--- src/hw/mlsc_pkg.sv ---
// package: constants and types for the mux line setup control block
package mlsc_pkg;
  localparam int NUM_LINES = 16;
  localparam int SEL_W = 4;
  // scan control/status field positions
  localparam int SCS_SEL_LO = 0;
  localparam int SCS_BUSY_BIT = 4;
  localparam int SCS_IE_BIT = 6;
  localparam int SCS_CLR_MUX_BIT = 10;
  localparam int SCS_CLR_SCAN_BIT = 11;
  localparam int SCS_DSR_CHG_BIT = 12;
  localparam int SCS_CTS_CHG_BIT = 13;
  localparam int SCS_CAR_CHG_BIT = 14;
  localparam int SCS_RING_BIT = 15;
  // line modem status field positions
  localparam int LMS_EN_BIT = 0;
  localparam int LMS_DTR_BIT = 1;
  localparam int LMS_RTS_BIT = 2;
  localparam int LMS_DSR_BIT = 4;
  // system control field positions
  localparam int SYS_GO_BIT = 0;
  localparam int SYS_XA_LO = 4;
  localparam int SYS_IE0_BIT = 6;
  localparam int SYS_MCLR_BIT = 11;
  localparam int SYS_IE1_BIT = 12;
  localparam int SYS_IE2_BIT = 13;
  // line control field positions
  localparam int LC_ALT_SYNC_BIT = 10;
  localparam int LC_RX_EN_BIT = 13;
  localparam int LC_SYNC_SRCH_BIT = 15;
  // line state / progress positions
  localparam int LS_RX_ACT_BIT = 0;
  localparam int LS_RESYNC_BIT = 1;
  localparam int LS_TX_GO_BIT = 2;
  localparam int LS_ALT_START_BIT = 7;
  localparam int LP_RESYNC_EXP_BIT = 7;
  localparam int BC_UNMARK_BIT = 15;
  // timing: clear-scan busy hold
  localparam int CLK_MHZ = 125;
  localparam int CLR_SCAN_NS = 64;
  localparam int CLR_SCAN_CYC = (CLR_SCAN_NS * CLK_MHZ + 999) / 1000;
  localparam logic [3:0] CLR_SCAN_CNT = 4'(CLR_SCAN_CYC);
  localparam logic [15:0] WORD_RST = 16'h0000;
  typedef enum logic [1:0] {MLSC_HALT, MLSC_IDLE, MLSC_RUN} mlsc_seq_t;
endpackage : mlsc_pkg

--- src/hw/mlsc_top.sv ---
// design: per-line setup, modem scan, resync and termination control
// Behaviour
// - interrupt enable bit selects scanner interrupt mode
// - line enable write enables selected line
// - bus init clears scan and modem registers
// - clear-mux/clear-scan act as init; mux drops DTR
// - busy held during clear-scan; software waits
// - master clear zeroes the system control register and halts the sequencer
// - processor-go starts sequencer into idle loop, or straight into run if the SEC_LINE line is active
// - go write also loads address and enables
// - preloaded non-zero mode becomes initial mode
// - rx enable plus sync search starts reception
// - count bit 15 zero marks the count
// - line state bit 07 starts from alternate
// - transmitter-go write starts line transmission
// - scan register flags modem transitions on line
// - modem register drives DTR, RTS; shows DSR
// - resync sets expected flag, discards, searches
// - sync found sets receiver active
// - device clears tx-go at end or error
// - shutdown clears resync, active, discards characters
`timescale 1ns/1ps
`default_nettype none
module mlsc_top import mlsc_pkg::*; #(
  parameter int LINES = NUM_LINES
) (
  // clock and reset
  input wire logic CLK,
  input wire logic RST_N,
  input wire logic BUS_INIT,
  // scan control/status writes
  input wire logic SCS_WR,
  input wire logic [15:0] SCS_WDATA,
  output logic [15:0] SCS_RDATA,
  // line modem status writes (selected line)
  input wire logic LMS_WR,
  input wire logic [15:0] LMS_WDATA,
  output logic [15:0] LMS_RDATA,
  // system control writes
  input wire logic SYS_WR,
  input wire logic [15:0] SYS_WDATA,
  output logic [15:0] SYS_RDATA,
  output logic SEQ_IDLE,
  // per-line secondary writes, line chosen by SEC_LINE
  input wire logic [3:0] SEC_LINE,
  input wire logic LC_WR,
  input wire logic [15:0] LC_WDATA,
  input wire logic LS_WR,
  input wire logic [15:0] LS_WDATA,
  input wire logic RXM_WR,
  input wire logic TXM_WR,
  input wire logic [2:0] MODE_WDATA,
  // transmitter byte counts of SEC_LINE
  input wire logic [15:0] PRI_COUNT,
  input wire logic [15:0] ALT_COUNT,
  input wire logic TX_MEM_ERR,
  // receiver events of SEC_LINE
  input wire logic SYNC_FOUND,
  // line status readback for SEC_LINE
  output logic [15:0] LS_RDATA,
  output logic [15:0] LP_RDATA,
  output logic [2:0] RXM_RDATA,
  output logic [2:0] TXM_RDATA,
  output logic [15:0] LC_RDATA,
  output logic TX_USE_ALT,
  output logic TX_MARKED,
  output logic RX_DISCARD,
  // modem pins per line
  input wire logic [15:0] DSR_IN,
  input wire logic [15:0] CTS_IN,
  input wire logic [15:0] CAR_IN,
  input wire logic [15:0] RING_IN,
  output logic [15:0] DTR_OUT,
  output logic [15:0] RTS_OUT,
  output logic [15:0] LINE_EN_OUT,
  output logic SCAN_IRQ_MODE
);
  // all state but the reset release chain in one struct
  typedef struct packed {
    logic [3:0] sel;
    logic ie;
    logic [3:0] busy_cnt;
    logic dsr_chg;
    logic cts_chg;
    logic car_chg;
    logic ring;
    logic [15:0] en;
    logic [15:0] dtr;
    logic [15:0] rts;
    logic [15:0] dsr_q;
    logic [15:0] cts_q;
    logic [15:0] car_q;
    logic [15:0] ring_q;
    logic [15:0] sys;
    mlsc_seq_t seq;
    logic [15:0][15:0] lc;
    logic [15:0][7:0] ls;
    logic [15:0] resync_exp;
    logic [15:0][2:0] rxm;
    logic [15:0][2:0] txm;
    logic discard;
  } mlsc_state_t;
  mlsc_state_t st_ff, nxt_st;
  // release chain lives apart from the struct: it alone runs on the raw reset
  logic [1:0] rst_sync_ff;
  logic rst_n_i;
  assign rst_n_i = rst_sync_ff[1];
  // reset release through two flops
  always_ff @(posedge CLK or negedge RST_N) begin
    if (!RST_N) begin
      rst_sync_ff <= 2'h0;
    end else begin
      rst_sync_ff <= {rst_sync_ff[0], 1'b1};
    end
  end
  // remaining state on synchronised reset copy
  always_ff @(posedge CLK or negedge rst_n_i) begin
    if (!rst_n_i) begin
      st_ff <= '0;
    end else begin
      st_ff <= nxt_st;
    end
  end
  // next-state logic
  always_comb begin
    logic clr_mux;
    logic clr_scan;
    logic init_scan;
    logic [3:0] s;
    clr_mux = SCS_WR && SCS_WDATA[SCS_CLR_MUX_BIT];
    clr_scan = SCS_WR && SCS_WDATA[SCS_CLR_SCAN_BIT];
    init_scan = BUS_INIT || clr_mux || clr_scan;
    s = SEC_LINE;
    nxt_st = st_ff;
    nxt_st.discard = 1'b0;
    // sample modem pins for transitions
    nxt_st.dsr_q = DSR_IN;
    nxt_st.cts_q = CTS_IN;
    nxt_st.car_q = CAR_IN;
    nxt_st.ring_q = RING_IN;
    if (st_ff.busy_cnt != 4'h0) begin
      nxt_st.busy_cnt = st_ff.busy_cnt - 4'h1;
    end
    // scan register write: select and mode
    if (SCS_WR && !init_scan) begin
      nxt_st.sel = SCS_WDATA[SCS_SEL_LO +: SEL_W];
      nxt_st.ie = SCS_WDATA[SCS_IE_BIT];
      // writing a one to a change flag clears it
      if (SCS_WDATA[SCS_DSR_CHG_BIT]) nxt_st.dsr_chg = 1'b0;
      if (SCS_WDATA[SCS_CTS_CHG_BIT]) nxt_st.cts_chg = 1'b0;
      if (SCS_WDATA[SCS_CAR_CHG_BIT]) nxt_st.car_chg = 1'b0;
      if (SCS_WDATA[SCS_RING_BIT]) nxt_st.ring = 1'b0;
    end
    // modem writes land on selected line only
    if (LMS_WR) begin
      nxt_st.en[st_ff.sel] = LMS_WDATA[LMS_EN_BIT];
      nxt_st.dtr[st_ff.sel] = LMS_WDATA[LMS_DTR_BIT];
      nxt_st.rts[st_ff.sel] = LMS_WDATA[LMS_RTS_BIT];
    end
    // transitions on selected enabled line; set wins over clear
    if (st_ff.en[st_ff.sel]) begin
      if (DSR_IN[st_ff.sel] != st_ff.dsr_q[st_ff.sel]) nxt_st.dsr_chg = 1'b1;
      if (CTS_IN[st_ff.sel] != st_ff.cts_q[st_ff.sel]) nxt_st.cts_chg = 1'b1;
      if (CAR_IN[st_ff.sel] != st_ff.car_q[st_ff.sel]) nxt_st.car_chg = 1'b1;
      if (RING_IN[st_ff.sel] && !st_ff.ring_q[st_ff.sel]) nxt_st.ring = 1'b1;
    end
    // init clears scan and modem registers; dtr only on clear-mux or bus init
    if (init_scan) begin
      nxt_st.sel = 4'h0;
      nxt_st.ie = 1'b0;
      nxt_st.dsr_chg = 1'b0;
      nxt_st.cts_chg = 1'b0;
      nxt_st.car_chg = 1'b0;
      nxt_st.ring = 1'b0;
      nxt_st.en = 16'h0000;
      nxt_st.rts = 16'h0000;
      if (clr_mux || BUS_INIT) nxt_st.dtr = 16'h0000;
    end
    if (clr_scan) nxt_st.busy_cnt = CLR_SCAN_CNT;
    // system control: master clear beats everything else in the word
    if (SYS_WR) begin
      if (SYS_WDATA[SYS_MCLR_BIT]) begin
        nxt_st.sys = WORD_RST;
        nxt_st.seq = MLSC_HALT;
      end else begin
        nxt_st.sys = SYS_WDATA & 16'h3071;
        if (SYS_WDATA[SYS_GO_BIT]) nxt_st.seq = MLSC_IDLE;
        else nxt_st.seq = MLSC_HALT;
      end
    end else if (BUS_INIT) begin
      nxt_st.sys = WORD_RST;
      nxt_st.seq = MLSC_HALT;
    end
    // sequencer loops idle until the SEC_LINE line has rx enable or tx-go set
    unique case (nxt_st.seq)
      MLSC_HALT: ;
      MLSC_IDLE, MLSC_RUN: begin
        nxt_st.seq = (|st_ff.lc[s][LC_RX_EN_BIT] || |st_ff.ls[s][LS_TX_GO_BIT]) ?
          MLSC_RUN : MLSC_IDLE;
      end
    endcase
    // secondary register writes for SEC_LINE
    if (LC_WR) nxt_st.lc[s] = LC_WDATA;
    if (RXM_WR) nxt_st.rxm[s] = MODE_WDATA;
    if (TXM_WR) nxt_st.txm[s] = MODE_WDATA;
    if (LS_WR) begin
      nxt_st.ls[s] = LS_WDATA[7:0];
      if (LS_WDATA[LS_RESYNC_BIT]) begin
        // resync or shutdown: flag, drop buffered data, search again
        nxt_st.resync_exp[s] = 1'b1;
        nxt_st.discard = 1'b1;
        nxt_st.ls[s][LS_RESYNC_BIT] = 1'b0;
        nxt_st.ls[s][LS_RX_ACT_BIT] = 1'b0;
      end
    end else if (SYNC_FOUND && st_ff.lc[s][LC_RX_EN_BIT] && st_ff.lc[s][LC_SYNC_SRCH_BIT]) begin
      nxt_st.ls[s][LS_RX_ACT_BIT] = 1'b1;
      nxt_st.resync_exp[s] = 1'b0;
    end
    // transmitter end or memory error stops the line
    if (!LS_WR && st_ff.ls[s][LS_TX_GO_BIT] &&
        ((PRI_COUNT[14:0] == 15'h0 && ALT_COUNT[14:0] == 15'h0) || TX_MEM_ERR)) begin
      nxt_st.ls[s][LS_TX_GO_BIT] = 1'b0;
    end
  end
  // outputs
  assign SCS_RDATA = {st_ff.ring, st_ff.car_chg, st_ff.cts_chg, st_ff.dsr_chg, 5'h00,
                      st_ff.ie, 1'b0, st_ff.busy_cnt != 4'h0, st_ff.sel};
  assign LMS_RDATA = {11'h000, DSR_IN[st_ff.sel], 1'b0, st_ff.rts[st_ff.sel],
                      st_ff.dtr[st_ff.sel], st_ff.en[st_ff.sel]};
  assign SYS_RDATA = st_ff.sys;
  assign SEQ_IDLE = (st_ff.seq == MLSC_IDLE);
  assign LS_RDATA = {8'h00, st_ff.ls[SEC_LINE]};
  assign LP_RDATA = {8'h00, st_ff.resync_exp[SEC_LINE], 7'h00};
  assign RXM_RDATA = st_ff.rxm[SEC_LINE];
  assign TXM_RDATA = st_ff.txm[SEC_LINE];
  assign LC_RDATA = st_ff.lc[SEC_LINE];
  assign TX_USE_ALT = st_ff.ls[SEC_LINE][LS_ALT_START_BIT];
  assign TX_MARKED = !PRI_COUNT[BC_UNMARK_BIT] && PRI_COUNT[14:0] == 15'h0;
  assign RX_DISCARD = st_ff.discard;
  assign DTR_OUT = st_ff.dtr;
  assign RTS_OUT = st_ff.rts;
  assign LINE_EN_OUT = st_ff.en;
  assign SCAN_IRQ_MODE = st_ff.ie;

  // checks: each guards one rule of the design's side
  localparam int BUSY_CYC = CLR_SCAN_CYC; // busy span, kept local for the delay below
  // clear-scan raises busy on the very next cycle
  property p_busy_clr;
    @(posedge CLK) disable iff (!rst_n_i)
      (SCS_WR && SCS_WDATA[SCS_CLR_SCAN_BIT]) |=> SCS_RDATA[SCS_BUSY_BIT];
  endproperty
  a_busy_clr: assert property (p_busy_clr)
    else $error("busy not raised");
  // busy still up on the last counted cycle, gone on the one after
  property p_busy;
    @(posedge CLK) disable iff (!rst_n_i)
      (SCS_WR && SCS_WDATA[SCS_CLR_SCAN_BIT]) |-> ##BUSY_CYC SCS_RDATA[SCS_BUSY_BIT] ##1
      !SCS_RDATA[SCS_BUSY_BIT];
  endproperty
  a_busy: assert property (p_busy)
    else $error("busy span wrong");
  // clear-mux drops terminal ready on every line
  property p_mux_dtr;
    @(posedge CLK) disable iff (!rst_n_i)
      (SCS_WR && SCS_WDATA[SCS_CLR_MUX_BIT]) |=> DTR_OUT == 16'h0000;
  endproperty
  a_mux_dtr: assert property (p_mux_dtr)
    else $error("dtr kept after clear mux");
  // master clear empties the system control word
  property p_mclr;
    @(posedge CLK) disable iff (!rst_n_i)
      (SYS_WR && SYS_WDATA[SYS_MCLR_BIT]) |=> SYS_RDATA == 16'h0000;
  endproperty
  a_mclr: assert property (p_mclr)
    else $error("master clear missed");
  // go without master clear sticks
  property p_go;
    @(posedge CLK) disable iff (!rst_n_i)
      (SYS_WR && SYS_WDATA[SYS_GO_BIT] && !SYS_WDATA[SYS_MCLR_BIT]) |=> SYS_RDATA[SYS_GO_BIT];
  endproperty
  a_go: assert property (p_go)
    else $error("go lost");
  // resync flags the interval and drops buffered data; a line change hides the readback
  property p_resync;
    @(posedge CLK) disable iff (!rst_n_i)
      (LS_WR && LS_WDATA[LS_RESYNC_BIT]) |=> RX_DISCARD && LP_RDATA[LP_RESYNC_EXP_BIT] ||
      $past(SEC_LINE) != SEC_LINE;
  endproperty
  a_resync: assert property (p_resync)
    else $error("resync not handled");
  // memory error ends a running transmitter unless software writes the state word
  property p_tx_stop;
    @(posedge CLK) disable iff (!rst_n_i)
      (!LS_WR && LS_RDATA[LS_TX_GO_BIT] && TX_MEM_ERR) |=> !LS_RDATA[LS_TX_GO_BIT] ||
      $past(SEC_LINE) != SEC_LINE;
  endproperty
  a_tx_stop: assert property (p_tx_stop)
    else $error("transmitter kept running");
  // sync found while searching makes the receiver active
  property p_sync;
    @(posedge CLK) disable iff (!rst_n_i)
      (!LS_WR && SYNC_FOUND && LC_RDATA[LC_RX_EN_BIT] && LC_RDATA[LC_SYNC_SRCH_BIT]) |=>
      LS_RDATA[LS_RX_ACT_BIT] || $past(SEC_LINE) != SEC_LINE;
  endproperty
  a_sync: assert property (p_sync)
    else $error("receiver not active after sync");
  // main scenarios worth seeing
  c_resync: cover property (@(posedge CLK) LS_WR && LS_WDATA[LS_RESYNC_BIT]);
  c_clr: cover property (@(posedge CLK) SCS_WR && SCS_WDATA[SCS_CLR_SCAN_BIT]);
  c_go: cover property (@(posedge CLK) SYS_WR && SYS_WDATA[SYS_GO_BIT]);
  c_tx_end: cover property (@(posedge CLK) LS_RDATA[LS_TX_GO_BIT] ##1 !LS_RDATA[LS_TX_GO_BIT]);
endmodule // mlsc_top
`default_nettype wire

--- config.mk ---
export PLATFORM = sky130hd
export DESIGN_NAME = mlsc_top
export DESIGN_NICKNAME = d
export VERILOG_FILES = /design/src/hw/mlsc_pkg.sv /design/src/hw/mlsc_top.sv
export SDC_FILE = /design/constraint.sdc
export NUM_CORES = 1
export LEC_CHECK = 0
export BUFFER_PORTS_ARGS = -buffer_cell sky130_fd_sc_hd__buf_4
export CAP_MARGIN = 0
export CORE_AREA = 2 2 366 187
export DETAILED_ROUTE_END_ITERATION = 8
export DIE_AREA = 0 0 368 189
export PLACE_DENSITY_LB_ADDON = 0.25
export SETUP_SLACK_MARGIN = 0.1
export SYNTH_ARGS = -nofsm -noshare
export SYNTH_HDL_FRONTEND = slang
export SYNTH_SLANG_ARGS = --single-unit
--- constraint.sdc ---
create_clock -name CLK -period 34 [get_ports CLK]
set_clock_uncertainty 0.1 [all_clocks]
set_input_delay 0 -clock CLK [delete_from_list [all_inputs] [get_ports CLK]]
set_output_delay 0 -clock CLK [all_outputs]
set_load 0.03 [all_outputs]
==> impl_metrics.yaml, run 1 <==
critical_path:
  start_kind: "input pin"
  path_max_fanout: 47
  slowest_delay_ps: 820
  cp_data_arrival_time_ps: 3490
  crit_buf_inv: 5
  crit_required_ps: 33900
  crit_chain: "dlygate4sd3_1, clkbuf_8, buf_4, mux4_2, a22oi_1, and2_1, inv_1, buf_4"
  critPathCaptureType: "primary output"
  crit_family: "buffers and inverters"
  cp_slowest_cell: "buf_4"
  crit_top_cell: "buf_4"
  criticalPathCategory: "in2out"
global_route:
  antenna_found_initial: 2
  grt_use_total_pct: 22.0
  globalRouteOverflowTotal: 0
  grt_max_degree: 187
  grt_pass1_vias: 19700
  grt_pass1_wl_mm: 119
die:
  dieHeight_um: 189
  dieArea_sq_um: 69600
  die_w_um: 368
  core_area_sq_um: 66200
  io_pins: 350
  start_util_pct: 44.6
  rows: 67
routing:
  met1_length_mm: 36.1
  via_per_inst: 5.54
  drc_errors: 0
  dr_wl_met3_mm: 4.88
  wl_per_cell_um: 22.5
  top_layer_used: "met5"
  wl_met2_mm: 33.6
  ant_nets: 0
  num_vias: 18600
  drt_iter0_markers: 1336
  firstDrtPassIters: 5
  wirelength_mm: 75.8
finish:
  fin_util_pct: 53.6
  drive_gt1_share_pct: 41.6
  fin_nets: 2618
  syn_to_final_growth_pct: 20.3
  nFillCells: 5369
power_and_ir_drop:
  power.internal_w: 0.00150
  combPwrFrac_pct: 20.2
  seqPwrFrac_pct: 47.3
  p_leak_nw: 15.6
  powerDensity_nw_per_um2: 57.5
  clockPowerShare_pct: 32.6
  peakVddDrop_uv: 49.9
  power.switching_w: 0.000545
  swShare_pct: 26.7
clock_network:
  cts_buffers: 57
  cts.clk_slew.worst_paths_ps: 60
  cts_max_level: 2
  clkSinkCount: 632
  cts_root_buf: "clkbuf_16"
  cts_tree: "done"
  cts_setup_buffers: 0
  cts.path.max_buffers: 3
  insertion_delay_ps: 620
synth:
  synth_cells: 2075
  synth-xor-area-share_pct: 0.119
  synth_area_leaders: "dfrtp_1 (54%), mux2_2 (17%), mux4_2 (14%)"
  yosysTopAreaCell: "dfrtp_1"
  yosysMostFrequentCell: "dfrtp_1"
  async_reset_ff_share_pct: 100
  synthMuxAreaShare_pct: 32.4
  yosys.area.top_type_share_pct: 53.6
  yosysWarnings: 0
  synth_top_flop_cell: "dfrtp_1"
  ys_ff_latch: 632
  synth_area_sq_um: 29500
  synthSimpleGateAreaFrac_pct: 4.51
  synth-edff-count: 0
  synth_top_family_by_area: "multiplexers"
  synth_adder_area_share_pct: 0.0424
  synth_compound_area_share_pct: 3.87
  synthTopCellsByCount: "dfrtp_1 (632), mux2_2 (436), mux4_2 (188)"
  synth.avg_cell_area_sq_um: 14.2
  synth_cell_type_count: 51
  yosysSeqAreaShare_pct: 53.6
sta:
  min_period_ps: 3590
  min_period_over_period_pct: 10.5
  tightest_slew_ps: 1270
  final.setup.tns_ps: 0
  slew_headroom_pct: 15.0
  setup_viol: 0
  rsz0062_at_grt: "false"
  hold_violations: 0
  final_max_slew_viol_count: 0
  max_freq_mhz: 279
placement:
  portBuffers: 262
  routabilityCongestion: 0.824
  dp_hpwl_mm: 47.6
flow_run:
  maxCapViolations: 0
min_path:
  hold_path_class: "in2reg"
status:
  outcome: "finished, final reports clean"
==> what timing repair did <==
item	CTS	global route
hold endpoints to repair	585	0
hold buffers	200	0
gates resized for setup	0	0
==> layer usage <==
metal | track usage [%] | vias to the layer above
met5 | 0 | -
met4 | 4.32 | 2
met3 | 5.12 | 111
met2 | 32.1 | 523
met1 | 33.7 | 9905
li1 | - | 8097
==> worst reg2reg max path, delay by kind of cell (launching register included) <==
family,cells,cell delay (ps)
and+or+nand+nor,3,1020
AOI/OAI and AO/OA,1,120
DFF,1,880
buffers and inverters,2,1140
==> cells by family after synthesis <==
group / count (synthesis)
AND/OR/NAND/NOR: 298
XOR/XNOR: 4
multiplexers: 659
other: 2
adder cells (fa/ha/maj): 1
AO/OA/AOI/OAI: 184
buffers and inverters: 295
flip-flops: 632
==> power groups by stage <==
stage	clock [W]	sequential [W]	combinational [W]
6_report	0.000664	0.000965	0.000412
5_1_grt	0.000713	0.000980	0.000444
4_1_cts	0.000680	0.000963	0.000415
3_5_place_dp	0	0.000975	0.000395
3_3_place_gp	0	0.000965	0.000382
2_1_floorplan	0	0.000960	0.000295
==> placed cells by master, fill, tap and decap left out, types with 30 or more instances in the layout <==
cell           Yosys  layout
a21oi_1           77      77
buf_4            116     284
clkbuf_16          0      59
conb_1             2      52
dfrtp_1          632     629
dlygate4sd3_1      0     200
inv_1             45      45
mux2_2           436     436
mux2i_1           30      30
mux4_2           188     188
nand2_1          128     128
nor2_1            90      90
o21ai_0           39      39
==> final timing paths <==
check,slack (ps),endpoint,from,depth (start not counted)
max in group asynchronous,31140,st_ff[226],rst_sync_ff[1],2
setup / recovery,30410,LC_RDATA[13],SEC_LINE[0],8
min in group asynchronous,140,rst_sync_ff[0],RST_N,3
hold reg to reg,260,rst_sync_ff[1],rst_sync_ff[0],0
hold / removal,50,DTR_OUT[9],SCS_WDATA[10],3
setup reg to reg,30700,LINE_EN_OUT[13],SCS_RDATA[2],6
==> flip-flops by register name (all words and copies together), names as in the netlist <==
| register | flops |
|---|---|
| st_ff | 566 |
| DTR_OUT | 16 |
| LINE_EN_OUT | 16 |
| RTS_OUT | 16 |
| SCS_RDATA | 8 |
| SYS_RDATA | 6 |
| rst_sync_ff | 2 |
| RX_DISCARD | 1 |
| SCAN_IRQ_MODE | 1 |
==> stage by stage <==
step | setup WS, ps | power [W] | hold WS, ps | instances | instance area, sq um
after CTS | 30260 | 0.00206 | 3.16 | 3363 | 35500
final | 30410 | 0.00204 | 48.0 | 3364 | 35500
after detailed placement | 30140 | 0.00137 | -311 | 3060 | 31600
after global placement | 30220 | 0.00135 | -318 | 3060 | 31600
after floorplan | 14980 | 0.00125 | -396 | 2125 | 29700
after global routing | 30080 | 0.00214 | 42.1 | 3364 | 35500
==> final cells by class <==
type / count / area (sq um) / area share [%]
diodes: 1 / 2.50 / 0.00705
clock buffers: 84 / 1680 / 4.73
clock inverters: 19 / 215 / 0.606
inverters: 45 / 169 / 0.476
multi-input cells: 1198 / 12300 / 34.6
flip-flops and latches: 632 / 15800 / 44.6
well taps: 897 / 1120 / 3.16
repair buffers: 488 / 4200 / 11.8
No activity file was read; power rests on OpenSTA's default activity.
==> inputs of run 2 (changes only) <==
Clock period 34 ns to 2.9 ns, I/O delays scaled along.
==> impl_metrics.yaml, run 2 (same netlist as run 1, synthesis figures left out) <==
critical_path:
  criticalPathCategory: "reg2out"
  start_kind: "register"
  slowest_delay_ps: 740
  path_max_fanout: 31
  cp_data_arrival_time_ps: 2630
  critPathCaptureType: "primary output"
  crit_buf_inv: 2
  crit_chain: "buf_4, mux4_2, mux4_2, buf_4"
  crit_required_ps: 2800
  crit_family: "multiplexers"
  cp_slowest_cell: "dfrtp_4"
clock_network:
  cts.path.max_buffers: 3
  cts_buffers: 59
  cts.clk_slew.worst_paths_ps: 70
  cts_max_level: 2
  cts_root_buf: "clkbuf_16"
  clkSinkCount: 632
  insertion_delay_ps: 630
  cts_tree: "done"
die:
  dieArea_sq_um: 69600
  rows: 67
  die_w_um: 368
  core_area_sq_um: 66200
  dieHeight_um: 189
  start_util_pct: 44.6
  io_pins: 350
global_route:
  globalRouteOverflowTotal: 0
  grt_pass1_vias: 20400
  grt_max_degree: 105
  grt_pass1_wl_mm: 123
  grt_use_total_pct: 23.0
  antenna_found_initial: 0
power_and_ir_drop:
  power.switching_w: 0.00650
  combPwrFrac_pct: 20.5
  power.internal_w: 0.0178
  swShare_pct: 26.8
  power_w: 0.0243
  clockPowerShare_pct: 33.0
  peakVddDrop_uv: 463
  p_leak_nw: 16.0
  powerDensity_nw_per_um2: 670
  seqPwrFrac_pct: 46.6
sta:
  tightest_slew_ps: 1100
  hold_violations: 0
  min_period_over_period_pct: 94.1
  setup_viol: 0
  setup_slack_ps: 172
  final_max_slew_viol_count: 0
  rsz0062_at_grt: "false"
  final.setup.tns_ps: 0
  slew_headroom_pct: 26.6
  max_freq_mhz: 367
  min_period_ps: 2730
routing:
  num_vias: 19200
  ant_nets: 0
  via_per_inst: 5.59
  firstDrtPassIters: 8
  drt_iter0_markers: 1661
  wl_per_cell_um: 23.1
  wirelength_mm: 79.4
  drc_errors: 0
finish:
  final_cell_mix: "dfrtp_1 (629), mux2_2 (436), buf_4 (339)"
  largest_reg_flops: 566
  antenna-diode-count: 0
  largest-register: "st_ff"
  final_common_cell: "dfrtp_1"
  drive_gt1_share_pct: 42.9
  syn_to_final_growth_pct: 22.6
  fin_nets: 2689
  nFillCells: 5327
placement:
  portBuffers: 262
  routabilityCongestion: 0.839
  dp_hpwl_mm: 52.1
  pre_cts_ws_ps: 325
min_path:
  hold_path_class: "in2reg"
status:
  outcome: "finished, final reports clean"
flow_run:
  maxCapViolations: 0
-- run 2: changes by cell type in the layout (fill, tap and decap cells not counted), moves of 2 or more --
cell,change
dfrtp_2,-2
clkinvlp_4,-4
dfrtp_4,+2
dlygate4sd3_1,+6
clkbuf_1,+4
clkbuf_16,+2
buf_4,+55
clkinv_2,+5
buf_12,+8
-- run 2: per-layer routing --
layer / vias to the layer above / global-route usage, % / share of wire, %
met5: - / 0 / 0
met4: 0 / 5.48 / 1.8
li1: 8251 / - / -
met1: 10300 / 35.0 / 48
met2: 597 / 33.5 / 44
met3: 108 / 5.07 / 6.4
-- run 2: worst paths after layout --
kind                                     start             end  slack [ps]  cells past startpoint
worst max-delay path              SCS_RDATA[1]    LMS_RDATA[1]         170                      4
worst min register to register  rst_sync_ff[1]      st_ff[316]         230                      0
max in group asynchronous       rst_sync_ff[1]      st_ff[126]        1440                      2
min in group asynchronous                RST_N  rst_sync_ff[1]         150                      3
worst max register to register      st_ff[494]      st_ff[498]         230                      6
worst min-delay path                     LC_WR      st_ff[271]          60                      4
-- run 2: power groups by stage --
| stage | logic (W) | clock network, W | registers [W] |
|---|---|---|---|
| 5_1_grt | 0.00534 | 0.00859 | 0.0115 |
| 6_report | 0.00497 | 0.00800 | 0.0113 |
| 4_1_cts | 0.00498 | 0.00820 | 0.0113 |
| 3_5_place_dp | 0.00473 | 0 | 0.0114 |
| 2_1_floorplan | 0.00345 | 0 | 0.0112 |
| 3_3_place_gp | 0.00457 | 0 | 0.0113 |
-- run 2: cell type report --
type                    count  area (sq um)  share of cell area (%)
flip-flops and latches    632         15800                    43.7
well taps                 897          1120                    3.10
inverters                  45           169                   0.467
clock buffers              91          1760                    4.86
clock inverters            19           201                   0.556
multi-input cells        1198         12300                    34.0
repair buffers            557          4830                    13.3
-- run 2: timing repair --
action,CTS,global route
resized for setup,2,0
hold buffers,206,0
setup endpoints to repair,4,0
setup buffers,3,0
hold endpoints to repair,586,0
-- run 2: worst reg2reg max path: stages, from the launching register on --
cell           delay (ps)
dfrtp_1               380
mux4_2                470
a22oi_1               370
and2_1                440
o211a_1               220
nor2_1                 40
dlygate4sd3_1         540
-- run 2: per-stage QoR --
stage	instance area, sq um	hold slack, ps	cells	utilization (%)
floorplan	29700	-396	2125	-
detailed placement	32200	-315	3120	48.5
CTS	36200	2.38	3439	54.7
global placement	32200	-317	3120	48.5
global route	36200	57.6	3439	54.7
finish	36200	56.9	3439	54.7
==> inputs of run 3 (changes only) <==
Settings changed: CORE_AREA 2 2 366 187 to 3 3 367 188, DIE_AREA 0 0 368 189 to 0 0 370 191.
==> impl_metrics.yaml, run 3 (same netlist as run 1, synthesis figures left out) <==
global_route:
  globalRouteOverflowTotal: 0
  grt_pass1_wl_mm: 124
  grt_pass1_vias: 20200
  grt_max_degree: 99
  grt_use_total_pct: 22.8
  antenna_found_initial: 1
min_path:
  hold_path_class: "in2reg"
  hp-start: "LC_WR"
routing:
  wirelength_mm: 79.6
  drt_iter0_markers: 1579
  ant_nets: 0
  drc_errors: 0
  firstDrtPassIters: 5
  num_vias: 19100
  wl_per_cell_um: 23.2
  via_per_inst: 5.57
die:
  start_util_pct: 44.6
  dieArea_sq_um: 70700
  die_w_um: 370
  core_area_sq_um: 66200
  io_pins: 350
  rows: 67
  dieHeight_um: 191
critical_path:
  crit_required_ps: 2800
  crit_chain: "buf_4, mux4_2, mux4_2, buf_4"
  startpoint: "SCS_RDATA[1]"
  cp_data_arrival_time_ps: 2550
  crit_buf_inv: 2
  crit_family: "multiplexers"
  path_max_fanout: 18
  critPathCaptureType: "primary output"
  criticalPathCategory: "reg2out"
  start_kind: "register"
  cp_slowest_cell: "dfrtp_4"
  slowest_delay_ps: 650
  timing.rr.start: "st_ff[414]"
clock_network:
  cts_tree: "done"
  cts_root_buf: "clkbuf_16"
  cts_buffers: 58
  clkSinkCount: 632
  insertion_delay_ps: 630
  cts.clk_slew.worst_paths_ps: 70
  cts_max_level: 2
  cts.path.max_buffers: 3
sta:
  rsz0062_at_grt: "false"
  final_max_slew_viol_count: 0
  tightest_slew_ps: 1090
  setup_slack_ps: 251
  min_period_ps: 2650
  hold_slack_ps: 46.3
  slew_headroom_pct: 26.9
  final.setup.tns_ps: 0
  setup_viol: 0
  max_freq_mhz: 377
  min_period_over_period_pct: 91.4
  hold_violations: 0
power_and_ir_drop:
  combPwrFrac_pct: 20.4
  peakVddDrop_uv: 447
  power.internal_w: 0.0178
  seqPwrFrac_pct: 46.6
  powerDensity_nw_per_um2: 671
  p_leak_nw: 15.9
  swShare_pct: 26.7
  clockPowerShare_pct: 33.0
  power.switching_w: 0.00648
placement:
  routabilityCongestion: 0.817
  portBuffers: 262
  pre_cts_ws_ps: 223
  dp_hpwl_mm: 51.6
finish:
  largest_reg_flops: 566
  fin_util_pct: 54.6
  syn_to_final_growth_pct: 22.5
  final_cell_mix: "dfrtp_1 (629), mux2_2 (436), buf_4 (328)"
  drive_gt1_share_pct: 42.8
  fin_nets: 2679
  final_common_cell: "dfrtp_1"
  largest-register: "st_ff"
  nFillCells: 5321
flow_run:
  maxCapViolations: 0
status:
  outcome: "finished, final reports clean"
## run 3: power by group through the flow
stage	sequential, W	combinational (W)	clock, W
4_1_cts	0.0113	0.00497	0.00820
3_5_place_dp	0.0114	0.00473	0
2_1_floorplan	0.0112	0.00345	0
5_1_grt	0.0115	0.00535	0.00861
6_report	0.0113	0.00496	0.00801
3_3_place_gp	0.0113	0.00456	0
## run 3: final cells by class
type                       count  area, sq um  share of cell area, %
inverter                      45          169                  0.467
multi-input combinational   1198        12300                   34.0
clock buffer                  83         1680                   4.64
tap                          897         1120                   3.10
antenna                        1         2.50                0.00692
clock inverter                21          268                  0.741
timing repair buffer         548         4800                   13.3
sequential                   632        15800                   43.8
## run 3: path summary, 6_finish.rpt
kind	slack (ps)	cells past startpoint	end
worst max-delay path	250	4	LMS_RDATA[2]
worst min-delay path	50	4	st_ff[367]
worst max register to register	360	6	st_ff[498]
worst min register to register	260	0	st_ff[561]
max in group asynchronous	1450	1	SYS_RDATA[0]
min in group asynchronous	150	3	rst_sync_ff[1]
## run 3: layer usage
metal	vias up	share of wire [%]	track usage (%)
met5	-	0	0
met4	0	1.9	4.89
met3	132	5.9	4.35
met2	540	44	33.4
met1	10200	48	35.1
li1	8222	-	-
## run 3: timing repair
action | 4_1_cts | 5_1_grt
hold endpoints to repair | 588 | 0
resized for setup | 2 | 0
hold buffers | 205 | 0
setup buffers | 0 | 5
endpoints found under the setup margin | 3 | 2
## run 3: metrics by stage
step | area, sq um | instances | power, W
after floorplan | 29700 | 2125 | 0.0147
after global placement | 32100 | 3110 | 0.0159
after detailed placement | 32100 | 3110 | 0.0161
after CTS | 36100 | 3419 | 0.0245
after global routing | 36200 | 3425 | 0.0254
final | 36200 | 3425 | 0.0243
## run 3: worst reg2reg max path, stage by stage, from the launching register on
cell	delay (ps)
dfrtp_1	370
mux4_2	460
a22oi_1	360
and2_1	360
o211a_1	200
nor2_1	30
dlygate4sd3_1	540
